## config.mk

```make
export PLATFORM = sky130hd
export DESIGN_NAME = sdc_core
export DESIGN_NICKNAME = d
export VERILOG_FILES = /design/src/sdc_core.v
export VERILOG_INCLUDE_DIRS = /design/src /design/src/src
export SDC_FILE = /design/constraint.sdc
export NUM_CORES = 1
export LEC_CHECK = 0
export ABC_AREA = 1
export BUFFER_PORTS_ARGS = -buffer_cell sky130_fd_sc_hd__buf_2
export CORE_MARGIN = 2
export CORE_UTILIZATION = 54
export CTS_CLUSTER_SIZE = 20
export DETAILED_ROUTE_END_ITERATION = 10
export PLACE_DENSITY = 0.79
export RECOVER_POWER = 50
export SLEW_MARGIN = 20
export SYNTH_ARGS = -nofsm -noshare
export SYNTH_HDL_FRONTEND = slang
export SYNTH_SLANG_ARGS = --single-unit
```

## constraint.sdc

```tcl
create_clock -name pclk -period 2.6 [get_ports pclk]
set_clock_uncertainty 0.05 [all_clocks]
set_input_delay 0.52 -clock pclk [delete_from_list [all_inputs] [get_ports pclk]]
set_output_delay 0.52 -clock pclk [all_outputs]
set_load 0.02 [all_outputs]
```

## src/sdc_map.vh

```
// register map, field positions and reset values of the synthesizer divider core
`ifndef SDC_MAP_VH
`define SDC_MAP_VH

// ----------------------------------------------------------------
// register byte offsets
// ----------------------------------------------------------------
`define SDC_CTRL_OFS 12'h000
`define SDC_DIV_OFS 12'h004
`define SDC_MAIN_OFS 12'h008
`define SDC_STAT_OFS 12'h00c

// ----------------------------------------------------------------
// control register fields
// ----------------------------------------------------------------
`define SDC_CTRL_MAIN_EN 0
`define SDC_CTRL_AUX_EN 1
`define SDC_CTRL_AUX_BYP 2
`define SDC_CTRL_FRAC_MODULUS_SELECT 3
`define SDC_CTRL_MSEL_LO 4
`define SDC_CTRL_ASEL_LO 6
`define SDC_CTRL_NF_LO 8
`define SDC_CTRL_RST 32'h0000_0000

// ----------------------------------------------------------------
// divider ratio register fields
// ----------------------------------------------------------------
`define SDC_DIV_REF_LO 0
`define SDC_DIV_AUX_LO 16
`define SDC_DIV_RST 32'h0004_0004

// ----------------------------------------------------------------
// main divider register fields
// ----------------------------------------------------------------
`define SDC_MAIN_NM1_LO 0
`define SDC_MAIN_NM2_LO 12
`define SDC_MAIN_NM3_LO 20
`define SDC_MAIN_NM4_LO 24
`define SDC_MAIN_PR_LO 28
`define SDC_MAIN_RST 32'h3000_0004

// ----------------------------------------------------------------
// prescaler types and fractional moduli
// ----------------------------------------------------------------
`define SDC_PR_MOD4_NO3 2'h0
`define SDC_PR_MOD2 2'h1
`define SDC_PR_MOD3 2'h2
`define SDC_PR_MOD4 2'h3
`define SDC_FRAC_Q8 4'h8
`define SDC_FRAC_Q5 4'h5

`endif

```

## src/sdc_core.v

```verilog
// divider, fractional accumulator and phase detector core of a dual synthesizer
`timescale 1ns/10ps
`default_nettype none
`include "sdc_map.vh"

module sdc_core #(
  parameter AUX_W = 9,
  parameter REF_W = 9
) (
  // apb slave
  input wire pclk,
  input wire presetn,
  input wire psel,
  input wire penable,
  input wire pwrite,
  input wire [11:0] paddr,
  input wire [31:0] pwdata,
  output reg [31:0] prdata,
  output wire pready,
  output wire pslverr,
  // divider inputs, sampled on pclk
  input wire aux_divider_in,
  input wire ref_divider_in,
  input wire main_in_pos,
  input wire main_in_neg,
  // prescaler modulus control
  output wire modulus_ctl_a,
  output wire modulus_ctl_b,
  // charge pump requests
  output reg prop_pump_up,
  output reg prop_pump_dn,
  output reg aux_pump_up,
  output reg aux_pump_dn,
  // fractional compensation value
  output reg [2:0] frac_accum_value
);

  // ----------------------------------------------------------------
  // register file
  // ----------------------------------------------------------------
  reg [31:0] ctrl;
  reg [31:0] div_cfg;
  reg [31:0] main_pend;
  reg load_pending;
  wire wr_en;
  wire main_load;

  wire main_path_enable = ctrl[`SDC_CTRL_MAIN_EN];
  wire aux_path_enable = ctrl[`SDC_CTRL_AUX_EN];
  wire aux_prescale_bypass = ctrl[`SDC_CTRL_AUX_BYP];
  wire frac_modulus_select = ctrl[`SDC_CTRL_FRAC_MODULUS_SELECT];
  wire [1:0] main_ref_pulse_select = ctrl[`SDC_CTRL_MSEL_LO +: 2];
  wire [1:0] aux_ref_pulse_select = ctrl[`SDC_CTRL_ASEL_LO +: 2];
  wire [2:0] frac_increment = ctrl[`SDC_CTRL_NF_LO +: 3];
  wire [REF_W-1:0] ref_divide_ratio = div_cfg[`SDC_DIV_REF_LO +: REF_W];
  wire [AUX_W-1:0] aux_divide_ratio = div_cfg[`SDC_DIV_AUX_LO +: AUX_W];

  assign wr_en = psel & penable & pwrite;
  assign pready = 1'b1; // every access completes in its first access cycle
  assign pslverr = psel & penable & (paddr[11:2] > `SDC_STAT_OFS >> 2 || paddr[1:0] != 2'h0);

  // register writes; main settings only stage here and wait for the counter
  always @(posedge pclk or negedge presetn) begin
    if (!presetn) begin
      ctrl <= `SDC_CTRL_RST;
      div_cfg <= `SDC_DIV_RST;
      main_pend <= `SDC_MAIN_RST;
      load_pending <= 1'b0;
    end else begin
      if (wr_en && paddr == `SDC_CTRL_OFS) begin
        ctrl <= {21'h0, pwdata[10:0]};
      end
      if (wr_en && paddr == `SDC_DIV_OFS) begin
        div_cfg <= {7'h0, pwdata[24:16], 7'h0, pwdata[8:0]};
      end
      if (wr_en && paddr == `SDC_MAIN_OFS) begin
        main_pend <= {2'h0, pwdata[29:0]};
        load_pending <= 1'b1;
      end else if (main_load) begin
        load_pending <= 1'b0;
      end
    end
  end

  // ----------------------------------------------------------------
  // input edge detection
  // ----------------------------------------------------------------
  reg aux_in_q;
  reg ref_in_q;
  reg main_in_q;
  wire ref_enable = aux_path_enable | main_path_enable;
  wire aux_tick = aux_path_enable & aux_divider_in & ~aux_in_q;
  wire ref_tick = ref_enable & ref_divider_in & ~ref_in_q;
  // the comparator counts a cycle on a rising positive leg with the negative leg low
  wire main_tick = main_path_enable & main_in_pos & ~main_in_neg & ~main_in_q;

  always @(posedge pclk or negedge presetn) begin
    if (!presetn) begin
      aux_in_q <= 1'b0;
      ref_in_q <= 1'b0;
      main_in_q <= 1'b0;
    end else begin
      aux_in_q <= aux_divider_in;
      ref_in_q <= ref_divider_in;
      main_in_q <= main_in_pos & ~main_in_neg;
    end
  end

  // ----------------------------------------------------------------
  // auxiliary divider
  // ----------------------------------------------------------------
  reg [1:0] aux_pre;
  reg [AUX_W-1:0] aux_cnt;
  reg aux_out_fall;
  wire aux_stage_tick = aux_tick & (aux_prescale_bypass | aux_pre == 2'h3);

  // counter holds while disabled so re-enable resumes cleanly
  always @(posedge pclk or negedge presetn) begin
    if (!presetn) begin
      aux_pre <= 2'h0;
      aux_cnt <= {AUX_W{1'b0}};
      aux_out_fall <= 1'b0;
    end else begin
      aux_out_fall <= 1'b0;
      if (aux_tick && !aux_prescale_bypass) begin
        aux_pre <= aux_pre + 2'h1;
      end
      if (aux_stage_tick) begin
        if (aux_cnt + 1'b1 >= aux_divide_ratio) begin
          aux_cnt <= {AUX_W{1'b0}};
          aux_out_fall <= 1'b1;
        end else begin
          aux_cnt <= aux_cnt + 1'b1;
        end
      end
    end
  end

  // ----------------------------------------------------------------
  // reference divider and pulse positions
  // ----------------------------------------------------------------
  reg [REF_W-1:0] ref_cnt;
  reg ref_div_out;
  reg [2:0] ref_phase;
  reg [3:0] ref_pulse;
  // high half is the longer one on odd ratios
  wire [REF_W-1:0] ref_high_len = ref_divide_ratio - (ref_divide_ratio >> 1);

  always @(posedge pclk or negedge presetn) begin
    if (!presetn) begin
      ref_cnt <= {REF_W{1'b0}};
      ref_div_out <= 1'b1;
      ref_phase <= 3'h0;
      ref_pulse <= 4'h0;
    end else begin
      ref_pulse <= 4'h0;
      if (ref_tick) begin
        if (ref_cnt + 1'b1 >= ref_divide_ratio) begin
          ref_cnt <= {REF_W{1'b0}};
          ref_div_out <= 1'b1;
        end else begin
          ref_cnt <= ref_cnt + 1'b1;
          if (ref_cnt + 1'b1 == ref_high_len) begin
            ref_div_out <= 1'b0;
            ref_phase <= ref_phase + 3'h1;
          end
        end
      end
      if (ref_tick && ref_cnt + 1'b1 == ref_high_len && ref_cnt + 1'b1 < ref_divide_ratio) begin
        ref_pulse[ref_phase[2:1] + 2'h1] <= ~ref_phase[0]; // four positions, one each 8 periods
      end
    end
  end

  wire main_ref_fall = ref_pulse[main_ref_pulse_select] & main_path_enable;
  wire aux_ref_fall = ref_pulse[aux_ref_pulse_select] & aux_path_enable;

  // ----------------------------------------------------------------
  // main divider
  // ----------------------------------------------------------------
  localparam PH_R1 = 2'h0;
  localparam PH_R2 = 2'h1;
  localparam PH_R3 = 2'h2;
  localparam PH_R4 = 2'h3;

  reg [1:0] phase;
  reg [12:0] main_cnt;
  reg [31:0] main_work;
  reg ovf_pend;
  reg [3:0] frac_acc;
  reg main_out_fall;
  reg [1:0] next_phase;
  reg [12:0] next_cnt;
  reg cycle_end;

  wire [11:0] nm1 = main_work[`SDC_MAIN_NM1_LO +: 12];
  wire [1:0] prescaler_type = main_work[`SDC_MAIN_PR_LO +: 2];
  // upper nibble of the R2 count only exists for modulus 2
  wire [7:0] nm2 = (prescaler_type == `SDC_PR_MOD2) ? main_work[`SDC_MAIN_NM2_LO +: 8] :
    {4'h0, main_work[`SDC_MAIN_NM2_LO +: 4]};
  wire [3:0] nm3 = main_work[`SDC_MAIN_NM3_LO +: 4];
  wire [3:0] nm4 = main_work[`SDC_MAIN_NM4_LO +: 4];
  wire [12:0] r1_start = 13'h0 - {1'b0, nm1} - 13'h1;
  wire r3_used = prescaler_type[1];
  wire r4_used = prescaler_type == `SDC_PR_MOD4 || prescaler_type == `SDC_PR_MOD4_NO3;
  wire [3:0] frac_q = frac_modulus_select ? `SDC_FRAC_Q8 : `SDC_FRAC_Q5;
  wire [3:0] frac_sum = frac_acc + {1'b0, frac_increment};
  wire [7:0] r2_end = nm2;
  assign main_load = cycle_end & main_tick;

  // phase sequencing on each counted main input cycle
  always @* begin
    next_phase = phase;
    next_cnt = main_cnt + 13'h1;
    cycle_end = 1'b0;
    case (phase)
      PH_R1: begin
        // overflow ends R1 one count early at minus one
        if (main_cnt == (ovf_pend ? 13'h1fff : 13'h0)) begin
          next_phase = PH_R2;
          next_cnt = ovf_pend ? 13'h0 : 13'h1;
          if (!ovf_pend && r2_end == 8'h0) begin
            next_phase = r3_used ? PH_R3 : (r4_used ? PH_R4 : PH_R1);
            next_cnt = 13'h0;
            cycle_end = !r3_used && !r4_used;
          end
        end
      end
      PH_R2: begin
        if (main_cnt == {5'h0, r2_end}) begin
          next_phase = r3_used ? PH_R3 : (r4_used ? PH_R4 : PH_R1);
          next_cnt = 13'h0;
          cycle_end = !r3_used && !r4_used;
        end
      end
      PH_R3: begin
        if (main_cnt == {9'h0, nm3}) begin
          next_phase = r4_used ? PH_R4 : PH_R1;
          next_cnt = 13'h0;
          cycle_end = !r4_used;
        end
      end
      PH_R4: begin
        if (main_cnt == {9'h0, nm4}) begin
          next_phase = PH_R1;
          cycle_end = 1'b1;
        end
      end
      default: begin
        next_phase = PH_R1;
        cycle_end = 1'b1;
      end
    endcase
  end

  // counter, working copy of settings and fractional accumulator
  always @(posedge pclk or negedge presetn) begin
    if (!presetn) begin
      phase <= PH_R1;
      main_cnt <= 13'h0;
      main_work <= `SDC_MAIN_RST;
      ovf_pend <= 1'b0;
      frac_acc <= 4'h0;
      main_out_fall <= 1'b0;
      frac_accum_value <= 3'h0;
    end else begin
      main_out_fall <= 1'b0;
      frac_accum_value <= frac_acc[2:0];
      if (main_tick) begin
        phase <= next_phase;
        main_cnt <= next_cnt;
        if (phase == PH_R1 && main_cnt == (ovf_pend ? 13'h1fff : 13'h0)) begin
          ovf_pend <= 1'b0; // overflow consumed by this cycle
        end
        if (cycle_end) begin
          main_out_fall <= 1'b1;
          // settings swap only here, so a ratio never changes mid cycle
          if (load_pending) begin
            main_work <= main_pend;
          end
          main_cnt <= 13'h0 - {1'b0, load_pending ? main_pend[11:0] : nm1} - 13'h1;
          if (frac_sum >= frac_q) begin
            frac_acc <= frac_sum - frac_q;
            ovf_pend <= 1'b1;
          end else begin
            frac_acc <= frac_sum;
          end
        end
      end
      if (!main_path_enable && r1_start == 13'h0) begin
        main_cnt <= 13'h0;
      end
    end
  end

  // modulus outputs decode straight from the phase register
  assign modulus_ctl_a = phase == PH_R1 || phase == PH_R4;
  assign modulus_ctl_b = phase == PH_R3 || phase == PH_R4;

  // ----------------------------------------------------------------
  // phase frequency detectors
  // ----------------------------------------------------------------
  // clear enable is low for one pclk cycle on each reference input rising edge while either path is enabled, giving the reset delay
  wire pfd_clear_en_n = ~ref_tick;

  always @(posedge pclk or negedge presetn) begin
    if (!presetn) begin
      prop_pump_up <= 1'b0;
      prop_pump_dn <= 1'b0;
      aux_pump_up <= 1'b0;
      aux_pump_dn <= 1'b0;
    end else begin
      if (prop_pump_up && prop_pump_dn && !pfd_clear_en_n) begin
        prop_pump_up <= 1'b0;
        prop_pump_dn <= 1'b0;
      end else begin
        // reference ahead of divider means the oscillator is slow
        if (main_ref_fall) prop_pump_up <= 1'b1;
        if (main_out_fall) prop_pump_dn <= 1'b1;
      end
      if (aux_pump_up && aux_pump_dn && !pfd_clear_en_n) begin
        aux_pump_up <= 1'b0;
        aux_pump_dn <= 1'b0;
      end else begin
        if (aux_ref_fall) aux_pump_up <= 1'b1;
        if (aux_out_fall) aux_pump_dn <= 1'b1;
      end
    end
  end

  // ----------------------------------------------------------------
  // register read-back
  // ----------------------------------------------------------------
  always @* begin
    prdata = 32'h0;
    if (psel && !pwrite) begin
      case (paddr)
        `SDC_CTRL_OFS: prdata = ctrl;
        `SDC_DIV_OFS: prdata = div_cfg;
        `SDC_MAIN_OFS: prdata = main_pend;
        `SDC_STAT_OFS: prdata = {20'h0, modulus_ctl_b, modulus_ctl_a, phase, aux_pump_dn, aux_pump_up,
          prop_pump_dn, prop_pump_up, load_pending, frac_acc[2:0]};
        default: prdata = 32'h0;
      endcase
    end
  end

endmodule
`default_nettype wire

```

==> impl_results.html <==
<table>
<tr><th>Metric</th><th>Value</th></tr>
<tr><th colspan="2">Setup path</th></tr>
<tr><td>Required time of the critical path</td><td>2.03 ns</td></tr>
<tr><td>Cells traversed along the worst timing path</td><td>buf_6, or2_4, nor3_4, buf_6, nand3_4, buf_8, o22ai_4, a21oi_2, a21oi_2, buf_4</td></tr>
<tr><td>Worst path bufs/invs</td><td>4</td></tr>
<tr><td>Worst path arrival time</td><td>2.16 ns</td></tr>
<tr><td>Logic depth of the worst register-to-register path</td><td>12</td></tr>
<tr><td>Stages on the worst setup path</td><td>10</td></tr>
<tr><td>Crit start category</td><td>input pin</td></tr>
<tr><td>Crit Path Category</td><td>in -&gt; out</td></tr>
<tr><td>Endpoint of the worst register-to-register path</td><td>aux_cnt[7]</td></tr>
<tr><td>Family with the most delay on the worst path</td><td>simple AND/OR/NAND/NOR gates</td></tr>
<tr><td>Slowest stage cell on the critical path</td><td>sky130_fd_sc_hd__or2_4</td></tr>
<tr><td>Max FO, Critical Path</td><td>6</td></tr>
<tr><td>CP endpoint kind</td><td>output pin</td></tr>
<tr><td>Slowest stage delay, CP</td><td>~0.26 ns</td></tr>
<tr><td>Worst reg2reg setup slack</td><td>-0.08 ns</td></tr>
<tr><td>Critical register-to-register path startpoint</td><td>aux_cnt[1]</td></tr>
<tr><th colspan="2">Timing</th></tr>
<tr><td>Setup repair after global routing missed its margin</td><td>yes</td></tr>
<tr><td>Measured slew at the worst slew-check pin</td><td>~1.6 ns</td></tr>
<tr><td>Slew HR</td><td>-7.60%</td></tr>
<tr><td>Fin crit period</td><td>2.73 ns</td></tr>
<tr><td>Number of max-slew violations in the final report</td><td>66</td></tr>
<tr><td>Final setup fails</td><td>22</td></tr>
<tr><td>Crit path setup slack, layout</td><td>-0.126 ns</td></tr>
<tr><td>Ratio of final minimum period to clock period</td><td>105%</td></tr>
<tr><td>Setup Total Neg Slack</td><td>-1.44 ns</td></tr>
<tr><td>Worst-case hold slack</td><td>0.165 ns</td></tr>
<tr><td>Peak clock frequency supported by timing</td><td>367 MHz</td></tr>
<tr><td>Count of endpoints failing hold in the final timing report</td><td>0</td></tr>
<tr><th colspan="2">Placed design</th></tr>
<tr><td>Port Buf Inserts</td><td>90</td></tr>
<tr><td>Half-perimeter wire length after detailed placement</td><td>about 18 mm</td></tr>
<tr><td>Worst slack at placement</td><td>-0.227 ns</td></tr>
<tr><td>Weighted congestion reported at the end of routability-driven placement</td><td>0.939</td></tr>
<tr><th colspan="2">Routing</th></tr>
<tr><td>Vias after detailed routing</td><td>9235</td></tr>
<tr><td>DRC violations left</td><td>0</td></tr>
<tr><td>Met1 Routed Length</td><td>11.0 mm</td></tr>
<tr><td>Total routed wirelength</td><td>27.4 mm</td></tr>
<tr><td>Routed wirelength normalized by instance count</td><td>16.5 µm</td></tr>
<tr><td>Via density per instance</td><td>5.56</td></tr>
<tr><td>DR pass1 iterations</td><td>5</td></tr>
<tr><td>Iteration-0 DRC count of the detailed router</td><td>a little under 800</td></tr>
<tr><td>Top routing layer used</td><td>met4</td></tr>
<tr><td>Met3 WL</td><td>1.54 mm</td></tr>
<tr><td>Met2 Routed Length</td><td>14.0 mm</td></tr>
<tr><td>Detail Route Antenna Nets</td><td>0</td></tr>
<tr><th colspan="2">Run</th></tr>
<tr><td>Max-cap violations</td><td>1</td></tr>
<tr><th colspan="2">Global routing</th></tr>
<tr><td>Vias in the first global route</td><td>8521</td></tr>
<tr><td>Largest net degree at the start of global routing</td><td>66</td></tr>
<tr><td>Number of antenna violations at the first check in global routing</td><td>0</td></tr>
<tr><td>First-pass GRT wire length</td><td>41.5 mm</td></tr>
<tr><td>Global route overflow</td><td>0</td></tr>
<tr><td>Total track usage</td><td>around 29%</td></tr>
<tr><th colspan="2">Outcome</th></tr>
<tr><td>Outcome</td><td>complete, but fails checks</td></tr>
<tr><td>Violated checks</td><td>max-capacitance violations, max-slew violations, negative setup slack</td></tr>
<tr><th colspan="2">Clocking</th></tr>
<tr><td>Clock transition at path regs</td><td>0.06 ns</td></tr>
<tr><td>Buffer cell driving the clock tree root</td><td>sky130_fd_sc_hd__clkbuf_16</td></tr>
<tr><td>Number of buffers added to fix hold violations after cts</td><td>0</td></tr>
<tr><td>Latest clock arrival within the worst-skew pair</td><td>0.43 ns</td></tr>
<tr><td>Number of clock sinks</td><td>between 100 and 150</td></tr>
<tr><td>Maximum number of buffers from clock root to sink</td><td>2</td></tr>
<tr><td>Num CTS Buffers</td><td>17</td></tr>
<tr><td>CTS HTree Levels</td><td>4</td></tr>
<tr><td>Clock tree from TritonCTS</td><td>built</td></tr>
<tr><th colspan="2">Floorplanning</th></tr>
<tr><td>Number of top-level pins</td><td>96</td></tr>
<tr><td># rows</td><td>48</td></tr>
<tr><td>Die Outline Area</td><td>0.0185 mm²</td></tr>
<tr><td>Chip height</td><td>136 µm</td></tr>
<tr><td>Width of the die</td><td>136 µm</td></tr>
<tr><td>Placeable core region</td><td>0.0172 mm²</td></tr>
<tr><td>Starting density of the core</td><td>54.7%</td></tr>
<tr><th colspan="2">Layout</th></tr>
<tr><td>Utilization after layout</td><td>69.1%</td></tr>
<tr><td>Final net count</td><td>between 1500 and 2000</td></tr>
<tr><td>Highest-count cells in the layout ignoring fill and taps</td><td>sky130_fd_sc_hd__nand2_1, sky130_fd_sc_hd__inv_1, sky130_fd_sc_hd__dfrtp_1, sky130_fd_sc_hd__buf_4, sky130_fd_sc_hd__o21ai_0</td></tr>
<tr><td>Share of layout cells above drive strength 1</td><td>24.8%</td></tr>
<tr><td>Area growth from synthesis to final layout</td><td>26.3%</td></tr>
<tr><td>Most common library cell in the layout ignoring fill and taps</td><td>sky130_fd_sc_hd__nand2_1</td></tr>
<tr><th colspan="2">Power</th></tr>
<tr><td>NetSw</td><td>1.20 mW</td></tr>
<tr><td>Sequential group share of total power</td><td>between 40% and 50%</td></tr>
<tr><td>Sw frac</td><td>22.7%</td></tr>
<tr><td>Worst ir drop on vdd</td><td>490 µV</td></tr>
<tr><td>Overall power</td><td>5.26 mW</td></tr>
<tr><td>Combinational cell fraction of total power</td><td>under 10%</td></tr>
<tr><td>Leakage component of the power</td><td>6.09 nW</td></tr>
<tr><td>Internal power of the cells</td><td>between 4 and 5 mW</td></tr>
<tr><td>Clk pwr share</td><td>49.8%</td></tr>
<tr><td>Pwr/cell area</td><td>443 mW/mm²</td></tr>
<tr><th colspan="2">Worst hold path</th></tr>
<tr><td>End of the worst hold path</td><td>ref_in_q</td></tr>
<tr><td>Worst Hold Path Cells</td><td>1</td></tr>
<tr><td>Beginning of the worst hold path</td><td>ref_divider_in</td></tr>
<tr><td>Class of the tightest hold or removal check</td><td>in -&gt; reg</td></tr>
<tr><th colspan="2">Logic synthesis</th></tr>
<tr><td>Most common flop cell mapped by yosys</td><td>sky130_fd_sc_hd__dfrtp_1</td></tr>
<tr><td>Post-synthesis sequential area ratio</td><td>39.8%</td></tr>
<tr><td>Number of enable-type register cells in the synthesized netlist</td><td>0</td></tr>
<tr><td>Number of storage elements in the synthesis netlist</td><td>149</td></tr>
<tr><td>Yosys synthesis warning count</td><td>0</td></tr>
<tr><td>FFs w/ async S/R, synth</td><td>100%</td></tr>
<tr><td>Post-Syn Instances</td><td>roughly 1300</td></tr>
<tr><td>Syn Std Cell Area</td><td>0.00939 mm²</td></tr>
<tr><td>Number of distinct library cells after synthesis</td><td>53</td></tr>
<tr><td>Mapped Avg Cell Area</td><td>7.39 µm²</td></tr>
</table>
[repair_timing]
action | in CTS | in global routing
gates cloned | 1 | 4
resized for setup | 36 | 152
setup endpoints to repair | 35 | 92
pin swaps | 16 | 35
setup buffers | 12 | 8
[sequential cells by signal, summed over array words and instances (netlist names), 2 cells and up]
| name | count |
|---|---|
| aux_cnt | 9 |
| ref_cnt | 9 |
| frac_accum_value | 3 |
| main_pend | 30 |
| aux_pre | 2 |
| phase | 2 |
| main_cnt | 13 |
| ref_phase | 3 |
| div_cfg | 18 |
| ref_pulse | 4 |
| main_work | 30 |
| ctrl | 11 |
| frac_acc | 4 |
[metal layers]
metal	vias up	GRT usage (%)
li1	4372	-
met1	4414	36.1
met2	368	50.2
met3	81	4.55
met4	0	9.66
met5	-	0
[power groups by stage]
stage	clock network, mW	logic [mW]	registers, mW
floorplan	0	0.123	2.38
global placement	0	0.271	2.38
detailed placement	0	0.276	2.38
CTS	2.62	0.291	2.34
global route	2.72	0.334	2.34
finish	2.62	0.300	2.34
[Yosys cell counts (all sizes together), types with 3 or more instances]
cell	n	area (µm²)
or2	6	37.5
nor3	13	97.6
buf	21	163
nor2	75	318
xnor2	15	131
a21oi	54	270
dfrtp	141	3530
nand3b	8	60.1
ha	45	563
mux2	11	124
o31ai	4	30.0
xor2	19	166
nand4	23	165
a211oi	3	22.5
clkbuf	18	67.6
o22ai	9	56.3
nand3	72	370
nand2	450	1730
o21ai	90	454
inv	162	608
clkinv	3	16.3
dfstp	8	210
[cells by family after synthesis]
| kind of cell | share of synthesized area, % |
|---|---|
| simple gates | 30.1 |
| buf+inv | 9.10 |
| compound gates | 9.83 |
| flops | 39.8 |
| fa+ha+maj | 6.42 |
| xor+xnor | 3.17 |
| mux | 1.53 |
| other cells | 0.0800 |
[layout make-up]
class | instances | area, µm²
fillers | 1294 | 5310
multi-input cells | 920 | 5350
flip-flops and latches | 149 | 3740
inverters | 165 | 639
well taps | 225 | 282
diodes | 1 | 2.50
clock inverters | 8 | 151
clock buffers | 24 | 462
repair buffers | 168 | 1230
[metrics by stage]
step	instance area [µm²]	std cells
2_1_floorplan	9400	1272
3_3_place_gp	10400	1602
3_5_place_dp	10400	1602
4_1_cts	11200	1647
5_1_grt	11900	1659
6_report	11900	1660
[worst max path at each step]
stage | endpoint | slack, ns | start
floorplan | prdata[16] | 0.02 | paddr[1]
global placement | prdata[5] | -0.13 | paddr[1]
detailed placement | aux_cnt[7] | -0.23 | aux_cnt[1]
CTS | prdata[0] | -0.001 | paddr[11]
global route | aux_cnt[5] | -0.23 | aux_cnt[1]
finish | prdata[8] | -0.13 | paddr[0]
Power figures use the tool's default switching activity.
